`config.mk`:
```
export PLATFORM = sky130hd
export DESIGN_NAME = ctmc_core
export DESIGN_NICKNAME = d
export VERILOG_FILES = /design/src/rtl/ctmc_pkg.sv /design/src/rtl/ctmc_core.sv
export SDC_FILE = /design/constraint.sdc
export NUM_CORES = 1
export LEC_CHECK = 0
export ABC_AREA = 1
export BUFFER_PORTS_ARGS = -buffer_cell sky130_fd_sc_hd__buf_2
export CORE_ASPECT_RATIO = 2
export CORE_UTILIZATION = 40
export DETAILED_ROUTE_END_ITERATION = 12
export PLACE_DENSITY = 0.62
export SETUP_SLACK_MARGIN = 0.02
export SLEW_MARGIN = 20
export SYNTH_ARGS = -nofsm -noshare
export SYNTH_HDL_FRONTEND = slang
export SYNTH_SLANG_ARGS = --single-unit
```
`constraint.sdc`:
```
create_clock -name clk -period 3.5 [get_ports clk]
set_clock_uncertainty 0.05 [all_clocks]
set_input_delay 0.35 -clock clk [delete_from_list [all_inputs] [get_ports clk]]
set_output_delay 0.35 -clock clk [all_outputs]
set_load 0.02 [all_outputs]
```
`src/rtl/ctmc_pkg.sv`:
```
`default_nettype none
package ctmc_pkg;
    // Transceiver mode bits {mode_bit_high, low}
    localparam logic [1:0] MODE_OFF  = 2'h0;
    localparam logic [1:0] MODE_WAKE = 2'h1;
    localparam logic [1:0] MODE_RXO  = 2'h2;
    localparam logic [1:0] MODE_NORM = 2'h3;
    // Chip modes
    localparam logic [2:0] CHIP_NORMAL   = 3'h0;
    localparam logic [2:0] CHIP_STOP     = 3'h1;
    localparam logic [2:0] CHIP_SLEEP    = 3'h2;
    localparam logic [2:0] CHIP_RESTART  = 3'h3;
    localparam logic [2:0] CHIP_FAILSAFE = 3'h4;
    // Termination selection
    localparam logic [1:0] TERM_FLOAT = 2'h0;
    localparam logic [1:0] TERM_HALF  = 2'h1;
    localparam logic [1:0] TERM_GND   = 2'h2;
    localparam logic [1:0] TERM_2V5   = 2'h3;
    // Clock and times in ns
    localparam int CLK_NS           = 100;
    localparam int ENABLE_DELAY_NS  = 10000;
    localparam int WAKE_MIN_NS      = 500;
    localparam int WAKE_MAX_NS      = 1800000;
    localparam int SILENCE_NS       = 1000000;
    localparam int TX_TIMEOUT_NS    = 2700000;
    localparam int BUS_DOM_NS       = 2800000;
    // Least times round up, the wake maximum rounds down
    localparam int ENABLE_CYC = (ENABLE_DELAY_NS + CLK_NS - 1) / CLK_NS;
    localparam int WAKE_MIN_CYC = (WAKE_MIN_NS + CLK_NS - 1) / CLK_NS;
    localparam int WAKE_MAX_CYC = WAKE_MAX_NS / CLK_NS;
    localparam int SILENCE_CYC = (SILENCE_NS + CLK_NS - 1) / CLK_NS;
    localparam int TX_TO_CYC = (TX_TIMEOUT_NS + CLK_NS - 1) / CLK_NS;
    localparam int BUS_TO_CYC = (BUS_DOM_NS + CLK_NS - 1) / CLK_NS;
    localparam int CNT_W = 16;
endpackage
`default_nettype wire

```
`src/rtl/ctmc_core.sv`:
```
`default_nettype none
// Overview of operation
// - Reset into Off; Off ignores wake-ups
// - Normal only by command in chip Normal
// - Normal: driver follows transmit input
// - Early dominant suppressed until recessive again
// - Receiver mirrors bus while reception active
// - Receive Only: no driver, chip Normal/Stop
// - Wake Capable by command; forced in Fail-Safe
// - Wake holds receive output low until change
// - Wake pattern: dominant, recessive, dominant windows
// - Mode reads Wake Capable; no rewake until rearmed
// - Rearm on chip Stop, Sleep, Fail-Safe entry
// - Stop/Normal wake: interrupt, status, stay
// - Stop wake enables watchdog if configured
// - Sleep/Fail-Safe wake: restart request, status, stay
// - Termination chosen by mode and state
// - Ground termination after silence time
// - Transmit timeout forces recessive, sets fail
// - Long bus dominant sets fail flag in Normal and Receive Only
// - Undervoltage sets flag, disables transmitter
// - Undervoltage monitored only when high bit set
module ctmc_core #(
    parameter int TX_TO_CYCLES  = ctmc_pkg::TX_TO_CYC,
    parameter int BUS_TO_CYCLES = ctmc_pkg::BUS_TO_CYC,
    parameter int SILENCE_CYCLES = ctmc_pkg::SILENCE_CYC,
    parameter int WAKE_MAX_CYCLES = ctmc_pkg::WAKE_MAX_CYC
) (
    // Clock and reset
    input  wire logic       clk,
    input  wire logic       srst,
    // Mode command, chip mode, watchdog setup and flag clears
    input  wire logic       mode_wr,
    input  wire logic [1:0] mode_req,
    input  wire logic [2:0] chip_mode,
    input  wire logic       watchdog_on_bus_wake,
    input  wire logic       watchdog_enabled,
    input  wire logic       fail_clr,
    input  wire logic       uv_clr,
    input  wire logic       wake_clr,
    // Pins and analog comparators
    input  wire logic       tx_data_in,
    input  wire logic       bus_rx,
    input  wire logic       supply_uv,
    // Outputs
    output logic            bus_drive_dom,
    output logic            rx_data_out,
    output logic            interrupt_out_n,
    output logic [1:0]      mode_bits,
    output logic [1:0]      term_sel,
    output logic            wake_status_reg,
    output logic            transceiver_fail_flag,
    output logic            supply_undervoltage_flag,
    output logic            watchdog_enable_req,
    output logic            chip_restart_req
);
    ////////////////////////////////////////////////////////////////////
    typedef enum logic [3:0] {
        WK_IDLE = 4'h1, WK_DOM1 = 4'h2, WK_REC = 4'h4, WK_DOM2 = 4'h8
    } ctmc_wk_e;

    typedef struct packed {
        logic [1:0]                 tx_s;
        logic [1:0]                 rx_s;
        logic [1:0]                 uv_s;
        logic [1:0]                 mode;
        logic [2:0]                 chip_q;
        logic                       woken;
        logic                       armed;
        logic                       tx_block;
        logic [ctmc_pkg::CNT_W-1:0] en_cnt;
        logic [ctmc_pkg::CNT_W-1:0] tx_cnt;
        logic [ctmc_pkg::CNT_W-1:0] bus_cnt;
        logic [ctmc_pkg::CNT_W-1:0] wk_cnt;
        logic [ctmc_pkg::CNT_W-1:0] sil_cnt;
        ctmc_wk_e                   wk;
        logic                       drive;
        logic                       rxo;
        logic                       irq_n;
        logic [1:0]                 term;
        logic                       wstat;
        logic                       fail;
        logic                       uvf;
        logic                       wd_req;
        logic                       rst_req;
    } ctmc_st_s;

    localparam logic [ctmc_pkg::CNT_W-1:0] C_EN  =
        ctmc_pkg::CNT_W'(ctmc_pkg::ENABLE_CYC);
    localparam logic [ctmc_pkg::CNT_W-1:0] C_WMN =
        ctmc_pkg::CNT_W'(ctmc_pkg::WAKE_MIN_CYC);
    localparam logic [ctmc_pkg::CNT_W-1:0] C_WMX =
        ctmc_pkg::CNT_W'(WAKE_MAX_CYCLES);
    localparam logic [ctmc_pkg::CNT_W-1:0] C_SIL =
        ctmc_pkg::CNT_W'(SILENCE_CYCLES);
    localparam logic [ctmc_pkg::CNT_W-1:0] C_TXT =
        ctmc_pkg::CNT_W'(TX_TO_CYCLES);
    localparam logic [ctmc_pkg::CNT_W-1:0] C_BST =
        ctmc_pkg::CNT_W'(BUS_TO_CYCLES);
    localparam logic [ctmc_pkg::CNT_W-1:0] C_ONE = 16'h0001;
    localparam logic [ctmc_pkg::CNT_W-1:0] C_ZERO = 16'h0000;

    ctmc_st_s st;
    ctmc_st_s next_st;

    logic tx_i;
    logic rx_i;
    logic uv_i;
    logic chip_entry;
    logic rearm_chip;
    logic wake_ev;
    logic uv_on;
    logic cmd_ok;
    assign tx_i = st.tx_s[1];
    assign rx_i = st.rx_s[1];
    assign uv_i = st.uv_s[1];

    ////////////////////////////////////////////////////////////////////
    always_comb
    begin
        next_st = st;
        next_st.tx_s = {st.tx_s[0], tx_data_in};
        next_st.rx_s = {st.rx_s[0], bus_rx};
        next_st.uv_s = {st.uv_s[0], supply_uv};
        next_st.chip_q = chip_mode;
        next_st.wd_req = 1'b0;
        next_st.rst_req = 1'b0;
        chip_entry = chip_mode != st.chip_q;
        rearm_chip = chip_entry && (chip_mode == ctmc_pkg::CHIP_STOP
            || chip_mode == ctmc_pkg::CHIP_SLEEP
            || chip_mode == ctmc_pkg::CHIP_FAILSAFE);
        wake_ev = 1'b0;
        uv_on = st.mode[1];
        // Command legality per chip mode
        cmd_ok = 1'b0;
        unique case (mode_req)
            ctmc_pkg::MODE_OFF:  cmd_ok = 1'b1;
            ctmc_pkg::MODE_NORM:
                cmd_ok = chip_mode == ctmc_pkg::CHIP_NORMAL;
            ctmc_pkg::MODE_RXO:
                cmd_ok = chip_mode == ctmc_pkg::CHIP_NORMAL
                    || chip_mode == ctmc_pkg::CHIP_STOP;
            ctmc_pkg::MODE_WAKE:
                cmd_ok = chip_mode != ctmc_pkg::CHIP_FAILSAFE;
        endcase
        if (chip_mode == ctmc_pkg::CHIP_FAILSAFE
            && st.mode != ctmc_pkg::MODE_WAKE)
        begin
            next_st.mode = ctmc_pkg::MODE_WAKE;
            next_st.armed = 1'b1;
            next_st.woken = 1'b0;
            next_st.sil_cnt = C_ZERO;
        end
        else if (mode_wr && cmd_ok && mode_req != st.mode)
        begin
            next_st.mode = mode_req;
            next_st.woken = 1'b0;
            next_st.armed = mode_req == ctmc_pkg::MODE_WAKE;
            next_st.en_cnt = C_ZERO;
            next_st.tx_block = 1'b1;
            next_st.sil_cnt = C_ZERO;
            next_st.wk = WK_IDLE;
        end
        if (rearm_chip && st.mode == ctmc_pkg::MODE_WAKE)
        begin
            next_st.armed = 1'b1;
            next_st.woken = 1'b0;
        end
        // Enable delay, then wait for recessive before driving
        if (st.en_cnt < C_EN)
            next_st.en_cnt = st.en_cnt + C_ONE;
        else if (tx_i)
            next_st.tx_block = 1'b0;
        // Wake pattern detector, Off and others ignore the bus
        if (st.mode != ctmc_pkg::MODE_WAKE || !st.armed)
        begin
            next_st.wk = WK_IDLE;
            next_st.wk_cnt = C_ZERO;
        end
        else
        begin
            next_st.wk_cnt = (st.wk_cnt < C_WMX) ? st.wk_cnt + C_ONE
                : st.wk_cnt;
            unique case (st.wk)
                WK_IDLE:
                    if (!rx_i)
                    begin
                        next_st.wk = WK_DOM1;
                        next_st.wk_cnt = C_ONE;
                    end
                WK_DOM1:
                    if (rx_i)
                    begin
                        next_st.wk = (st.wk_cnt >= C_WMN && st.wk_cnt < C_WMX)
                            ? WK_REC : WK_IDLE;
                        next_st.wk_cnt = C_ONE;
                    end
                WK_REC:
                    if (!rx_i)
                    begin
                        next_st.wk = (st.wk_cnt > C_WMN && st.wk_cnt < C_WMX)
                            ? WK_DOM2 : WK_DOM1;
                        next_st.wk_cnt = C_ONE;
                    end
                    else if (st.wk_cnt >= C_WMX)
                        next_st.wk = WK_IDLE;
                WK_DOM2:
                    if (st.wk_cnt >= C_WMN)
                    begin
                        wake_ev = 1'b1;
                        next_st.wk = WK_IDLE;
                    end
                    else if (rx_i)
                    begin
                        next_st.wk = WK_IDLE;
                        next_st.wk_cnt = C_ZERO;
                    end
            endcase
        end
        if (wake_ev)
        begin
            next_st.woken = 1'b1;
            next_st.armed = 1'b0;
            unique case (chip_mode)
                ctmc_pkg::CHIP_STOP, ctmc_pkg::CHIP_NORMAL:
                begin
                    next_st.irq_n = 1'b0;
                    if (chip_mode == ctmc_pkg::CHIP_STOP
                        && watchdog_on_bus_wake && !watchdog_enabled)
                        next_st.wd_req = 1'b1;
                end
                ctmc_pkg::CHIP_SLEEP, ctmc_pkg::CHIP_FAILSAFE:
                    next_st.rst_req = 1'b1;
                default: ;
            endcase
        end
        // Status flags: set wins over clear
        next_st.wstat = wake_ev || (st.wstat && !wake_clr);
        if (st.irq_n == 1'b0 && wake_clr && !wake_ev)
            next_st.irq_n = 1'b1;
        // Transmit dominant timeout
        if (st.mode == ctmc_pkg::MODE_NORM && !tx_i)
            next_st.tx_cnt = (st.tx_cnt < C_TXT) ? st.tx_cnt + C_ONE
                : st.tx_cnt;
        else
            next_st.tx_cnt = C_ZERO;
        // Bus dominant clamping
        if (uv_on && !rx_i)
            next_st.bus_cnt = (st.bus_cnt < C_BST) ? st.bus_cnt + C_ONE
                : st.bus_cnt;
        else
            next_st.bus_cnt = C_ZERO;
        next_st.fail = st.tx_cnt >= C_TXT || st.bus_cnt >= C_BST
            || (st.fail && !fail_clr);
        next_st.uvf = (uv_on && uv_i) || (st.uvf && !uv_clr);
        // Driver: Normal, enabled, no timeout, supply good
        next_st.drive = st.mode == ctmc_pkg::MODE_NORM && !tx_i
            && !st.tx_block && st.tx_cnt < C_TXT && !uv_i;
        // Receiver
        if (st.mode == ctmc_pkg::MODE_WAKE)
            next_st.rxo = !st.woken;
        else if (st.mode == ctmc_pkg::MODE_OFF)
            next_st.rxo = 1'b1;
        else
            next_st.rxo = rx_i;
        // Termination
        if (st.mode == ctmc_pkg::MODE_WAKE && st.sil_cnt < C_SIL)
            next_st.sil_cnt = st.sil_cnt + C_ONE;
        unique case (st.mode)
            ctmc_pkg::MODE_NORM: next_st.term = ctmc_pkg::TERM_HALF;
            ctmc_pkg::MODE_RXO:
                next_st.term = uv_i ? ctmc_pkg::TERM_2V5 : ctmc_pkg::TERM_HALF;
            ctmc_pkg::MODE_WAKE:
                next_st.term = st.woken ? ctmc_pkg::TERM_2V5
                    : (st.sil_cnt >= C_SIL) ? ctmc_pkg::TERM_GND
                    : ctmc_pkg::TERM_FLOAT;
            ctmc_pkg::MODE_OFF: next_st.term = ctmc_pkg::TERM_FLOAT;
        endcase
    end

    always_ff @(posedge clk)
    begin
        if (srst)
        begin
            st <= '0;
            st.tx_s <= 2'h3;
            st.rx_s <= 2'h3;
            st.mode <= ctmc_pkg::MODE_OFF;
            st.wk <= WK_IDLE;
            st.tx_block <= 1'b1;
            st.rxo <= 1'b1;
            st.irq_n <= 1'b1;
        end
        else
            st <= next_st;
    end

    assign bus_drive_dom = st.drive;
    assign rx_data_out = st.rxo;
    assign interrupt_out_n = st.irq_n;
    assign mode_bits = st.mode;
    assign term_sel = st.term;
    assign wake_status_reg = st.wstat;
    assign transceiver_fail_flag = st.fail;
    assign supply_undervoltage_flag = st.uvf;
    assign watchdog_enable_req = st.wd_req;
    assign chip_restart_req = st.rst_req;

    ////////////////////////////////////////////////////////////////////
    // Checks; the controller side of enabling is assumed, not checked
    property p_off_no_drive;
        @(posedge clk) disable iff (srst)
        st.mode == ctmc_pkg::MODE_OFF |=> !bus_drive_dom;
    endproperty
    a_off_no_drive: assert property (p_off_no_drive)
        else $error("driver active outside Normal");
    property p_norm_chip;
        @(posedge clk) disable iff (srst)
        $changed(mode_bits) && mode_bits == ctmc_pkg::MODE_NORM
            |-> $past(chip_mode) == ctmc_pkg::CHIP_NORMAL;
    endproperty
    a_norm_chip: assert property (p_norm_chip)
        else $error("Normal entered outside chip Normal");
    property p_rxo_nodrive;
        @(posedge clk) disable iff (srst)
        mode_bits == ctmc_pkg::MODE_RXO |=> !bus_drive_dom;
    endproperty
    a_rxo_nodrive: assert property (p_rxo_nodrive)
        else $error("driver active in Receive Only");
    property p_wake_hold;
        @(posedge clk) disable iff (srst)
        st.woken && mode_bits == ctmc_pkg::MODE_WAKE ##1
            mode_bits == ctmc_pkg::MODE_WAKE |-> !rx_data_out;
    endproperty
    a_wake_hold: assert property (p_wake_hold)
        else $error("receive output released after wake");
    property p_fs_wake;
        @(posedge clk) disable iff (srst)
        chip_mode == ctmc_pkg::CHIP_FAILSAFE ##1
            chip_mode == ctmc_pkg::CHIP_FAILSAFE
            |-> mode_bits == ctmc_pkg::MODE_WAKE;
    endproperty
    a_fs_wake: assert property (p_fs_wake)
        else $error("Fail-Safe without Wake Capable");
    property p_tx_to;
        @(posedge clk) disable iff (srst)
        st.tx_cnt >= C_TXT |=> transceiver_fail_flag && !bus_drive_dom;
    endproperty
    a_tx_to: assert property (p_tx_to)
        else $error("transmit timeout not handled");
    property p_uv;
        @(posedge clk) disable iff (srst)
        uv_i && mode_bits[1] |=> supply_undervoltage_flag && !bus_drive_dom;
    endproperty
    a_uv: assert property (p_uv)
        else $error("undervoltage not handled");
    property p_uv_off;
        @(posedge clk) disable iff (srst)
        !mode_bits[1] && !supply_undervoltage_flag && !uv_clr
            |=> !supply_undervoltage_flag;
    endproperty
    a_uv_off: assert property (p_uv_off)
        else $error("undervoltage flagged while unmonitored");
    property p_irq;
        @(posedge clk) disable iff (srst)
        wake_ev && (chip_mode == ctmc_pkg::CHIP_SLEEP
            || chip_mode == ctmc_pkg::CHIP_FAILSAFE)
            |=> interrupt_out_n == $past(interrupt_out_n) && chip_restart_req;
    endproperty
    a_irq: assert property (p_irq)
        else $error("sleep wake handled wrongly");
    c_wake: cover property (@(posedge clk) disable iff (srst) wake_ev);
    c_txto: cover property (@(posedge clk) disable iff (srst)
        st.tx_cnt >= C_TXT);
    c_gnd: cover property (@(posedge clk) disable iff (srst)
        term_sel == ctmc_pkg::TERM_GND);
endmodule
`default_nettype wire

```
==> flow_metrics.env <==
export IMPL_setup_viol=0
export IMPL_finalPower_mw=2.384
export IMPL_drt_antenna_violating_nets=0
export IMPL_largest_register_ffs=92
export IMPL_relSlewSlack_pct=64.65
export IMPL_cts_tree="built"
export IMPL_critPathMaxStageDelay_ns=0.37
export IMPL_drc=0
export IMPL_cts_resized=0
export IMPL_synth_commonest_cells="166 x nand2_1, 108 x dfxtp_1, 94 x nor2_1"
export IMPL_finalMaxSlewViolations=0
export IMPL_clock_latency_ns=0.35
export IMPL_die_area_um2=14550
export IMPL_cp_slowest_cell="dfxtp_1"
export IMPL_worstPathCellList="inv_1 -> ha_1 -> inv_1 -> nand2_1 -> nand2_1 -> nor2_1 -> nand3_2 -> o21ai_2 -> o211ai_2 -> nand2_2 -> nor2_1"
export IMPL_routed_wirelength_um=12370
export IMPL_routedWlPerCell_um=12.31
export IMPL_nFillCells=1425
export IMPL_max_cap_viol_count=0
export IMPL_critPathArrivalTime_ns=2.14
export IMPL_final_area_um2=6168
export IMPL_synthCells=794
export IMPL_portBuffers=27
export IMPL_yosysMostFrequentCell="nand2_1"
export IMPL_grt_max_degree=43
export IMPL_max_freq_mhz=509.8
export IMPL_grt_pass1_wl_um=21130
export IMPL_powerDensity_nw_per_um2=386.5
export IMPL_h_tree_depth=3
export IMPL_synth_top_cell_area_share_pct=38.49
export IMPL_drt_pass1_iter_count=4
export IMPL_cts_buffer_depth=2
export IMPL_tightest_slew_ns=0.5262
export IMPL_synthArstFlopShare_pct=0
export IMPL_die_x_um=85.79
export IMPL_timing_setup_tns_ns=0
export IMPL_antenna_found_initial=0
export IMPL_clk_pin_slew_ns=0.07
export IMPL_rows=60
export IMPL_gp_congestion=0.8561
export IMPL_drive_gt1_share_pct=13.43
export IMPL_final_cells=1005
export IMPL_cp_max_fo=14
export IMPL_cts_sinks=108
export IMPL_cp_start_kind="flop"
export IMPL_syn_to_final_growth_pct=9.824
export IMPL_postCtsHoldBufs=0
export IMPL_antenna_cells=0
export IMPL_cts_root_buf="clkbuf_16"
export IMPL_synth_edff_count=0
export IMPL_finalHoldViolCount=0
export IMPL_synth_top_area_cell="dfxtp_1"
export IMPL_cts_inserted_buffers=9
export IMPL_ir_drop_mv=0.2518
export IMPL_status="complete, no violations"
export IMPL_synth_area_top_cells="dfxtp_1 38%, nand2_1 11%, nor2_1 6.3%"
export IMPL_post_cts_buffers=0
export IMPL_initial_core_util_pct=41.34
export IMPL_grt_usage_pct=18.11
export IMPL_ys_seq_area_share_pct=38.49
export IMPL_drt_iter0_drc=187
export IMPL_synth_cell_types=48
export IMPL_dieHeight_um=169.6
export IMPL_core_um2=13590
export IMPL_yosys_warnings=0
export IMPL_hpwlAfterDp_um=9267
export IMPL_dpl_cell_area_um2=5889
export IMPL_cp_end_kind="flop"
export IMPL_crit_required_ns=3.68
export IMPL_nets=844
export IMPL_placed_cells=992
export IMPL_rsz0062_at_grt="false"
export IMPL_synthFlopType="dfxtp_1"
export IMPL_period_share_pct=56.04
export IMPL_p_leak_nw=2.292
export IMPL_worstSetupPathType="flop to flop"
export IMPL_synth_fp_nets=821
export IMPL_synth_seq_cells=108
export IMPL_syn_area_per_cell_um2=7.074
export IMPL_grt_pass1_vias=4808
export IMPL_synth_area_um2=5617
export IMPL_grt_ovfl_total=0
export IMPL_vias=4946
export IMPL_ios=28
export IMPL_layout_min_cycle_time_ns=1.962
export IMPL_viasPerCell=4.921
export IMPL_hold_class="input port to flop"
export IMPL_regMostFlops="st"
## report_power, final
| part | switching, mW | total [mW] | leakage (nW) | internal, mW |
|---|---|---|---|---|
| Sequential | 0.0142 | 1.26 | 0.873 | 1.24 |
| Clock | 0.433 | 0.994 | 0.140 | 0.560 |
| Combinational | 0.0917 | 0.133 | 1.28 | 0.0417 |
## area by class of cell
cell class	count	area, um^2	area share (%)
Multi-Input combinational cell	567	2953	47.87
Sequential cell	108	2162	35.05
Timing Repair Buffer	30	157.7	2.556
Tap cell	186	232.7	3.773
Clock inverter	3	40.04	0.6491
Clock buffer	10	239.0	3.874
Inverter	101	384.1	6.227
## cell usage in the layout, fill, tap and decap left out, drive strengths merged
cell      n
a211oi    1
a21boi    1
a21oi    59
a31oi     3
a41oi     1
buf      30
bufinv    1
clkbuf   10
clkinv    3
dfxtp   108
ha       11
inv     100
nand2   175
nand3    65
nand3b    1
nand4    19
nor2    118
nor3     29
nor3b     1
nor4      4
o2111a    1
o211ai    4
o21ai    33
o21bai    2
o22ai     2
o311a     1
or2       7
xnor2     8
xor2     21
## stage by stage
| stage | hold slack (ns) | setup slack [ns] | util, % |
|---|---|---|---|
| after global placement | 0.3439 | 1.575 | 43.34 |
| after CTS | 0.1280 | 1.517 | 45.40 |
| after detailed placement | 0.3567 | 1.526 | 43.34 |
| after global routing | 0.1417 | 1.328 | 45.40 |
| final | 0.1416 | 1.539 | 45.40 |
| after floorplan | 0.3383 | 1.818 | - |
## cells by family after synthesis
family	share of synthesized area [%]
adder cells (fa/ha/maj)	2.450
AND/OR/NAND/NOR	34.64
buffers and inverters	8.933
AO/OA/AOI/OAI	10.96
XOR/XNOR	4.522
flip-flops	38.49
## worst paths after layout
check,start,cells after the start,slack [ns],end
worst max register to register,st[30],11,1.54,st[38]
worst min-delay path,tx_data_in,2,0.14,next_st[107]
worst min register to register,next_st[105],1,0.37,rx_i
worst max-delay path,st[30],11,1.54,st[38]
## metal layers
layer / routed length [um] / track usage [%] / share of wire (%)
met2: 6908 / 35.76 / 56
met1: 4898 / 18.29 / 40
met4: 320 / 7.174 / 2.6
met5: 0 / 0 / 0
met3: 242 / 2.918 / 2.0
## worst max-delay path: cells and delay by family (launching register included)
kind	cells	cell delay, ns
buf+inv	2	0.17
simple gates	6	0.84
fa+ha+maj	1	0.16
flops	1	0.37
compound gates	2	0.26
Note: power is estimated with default switching activity, not from simulation.
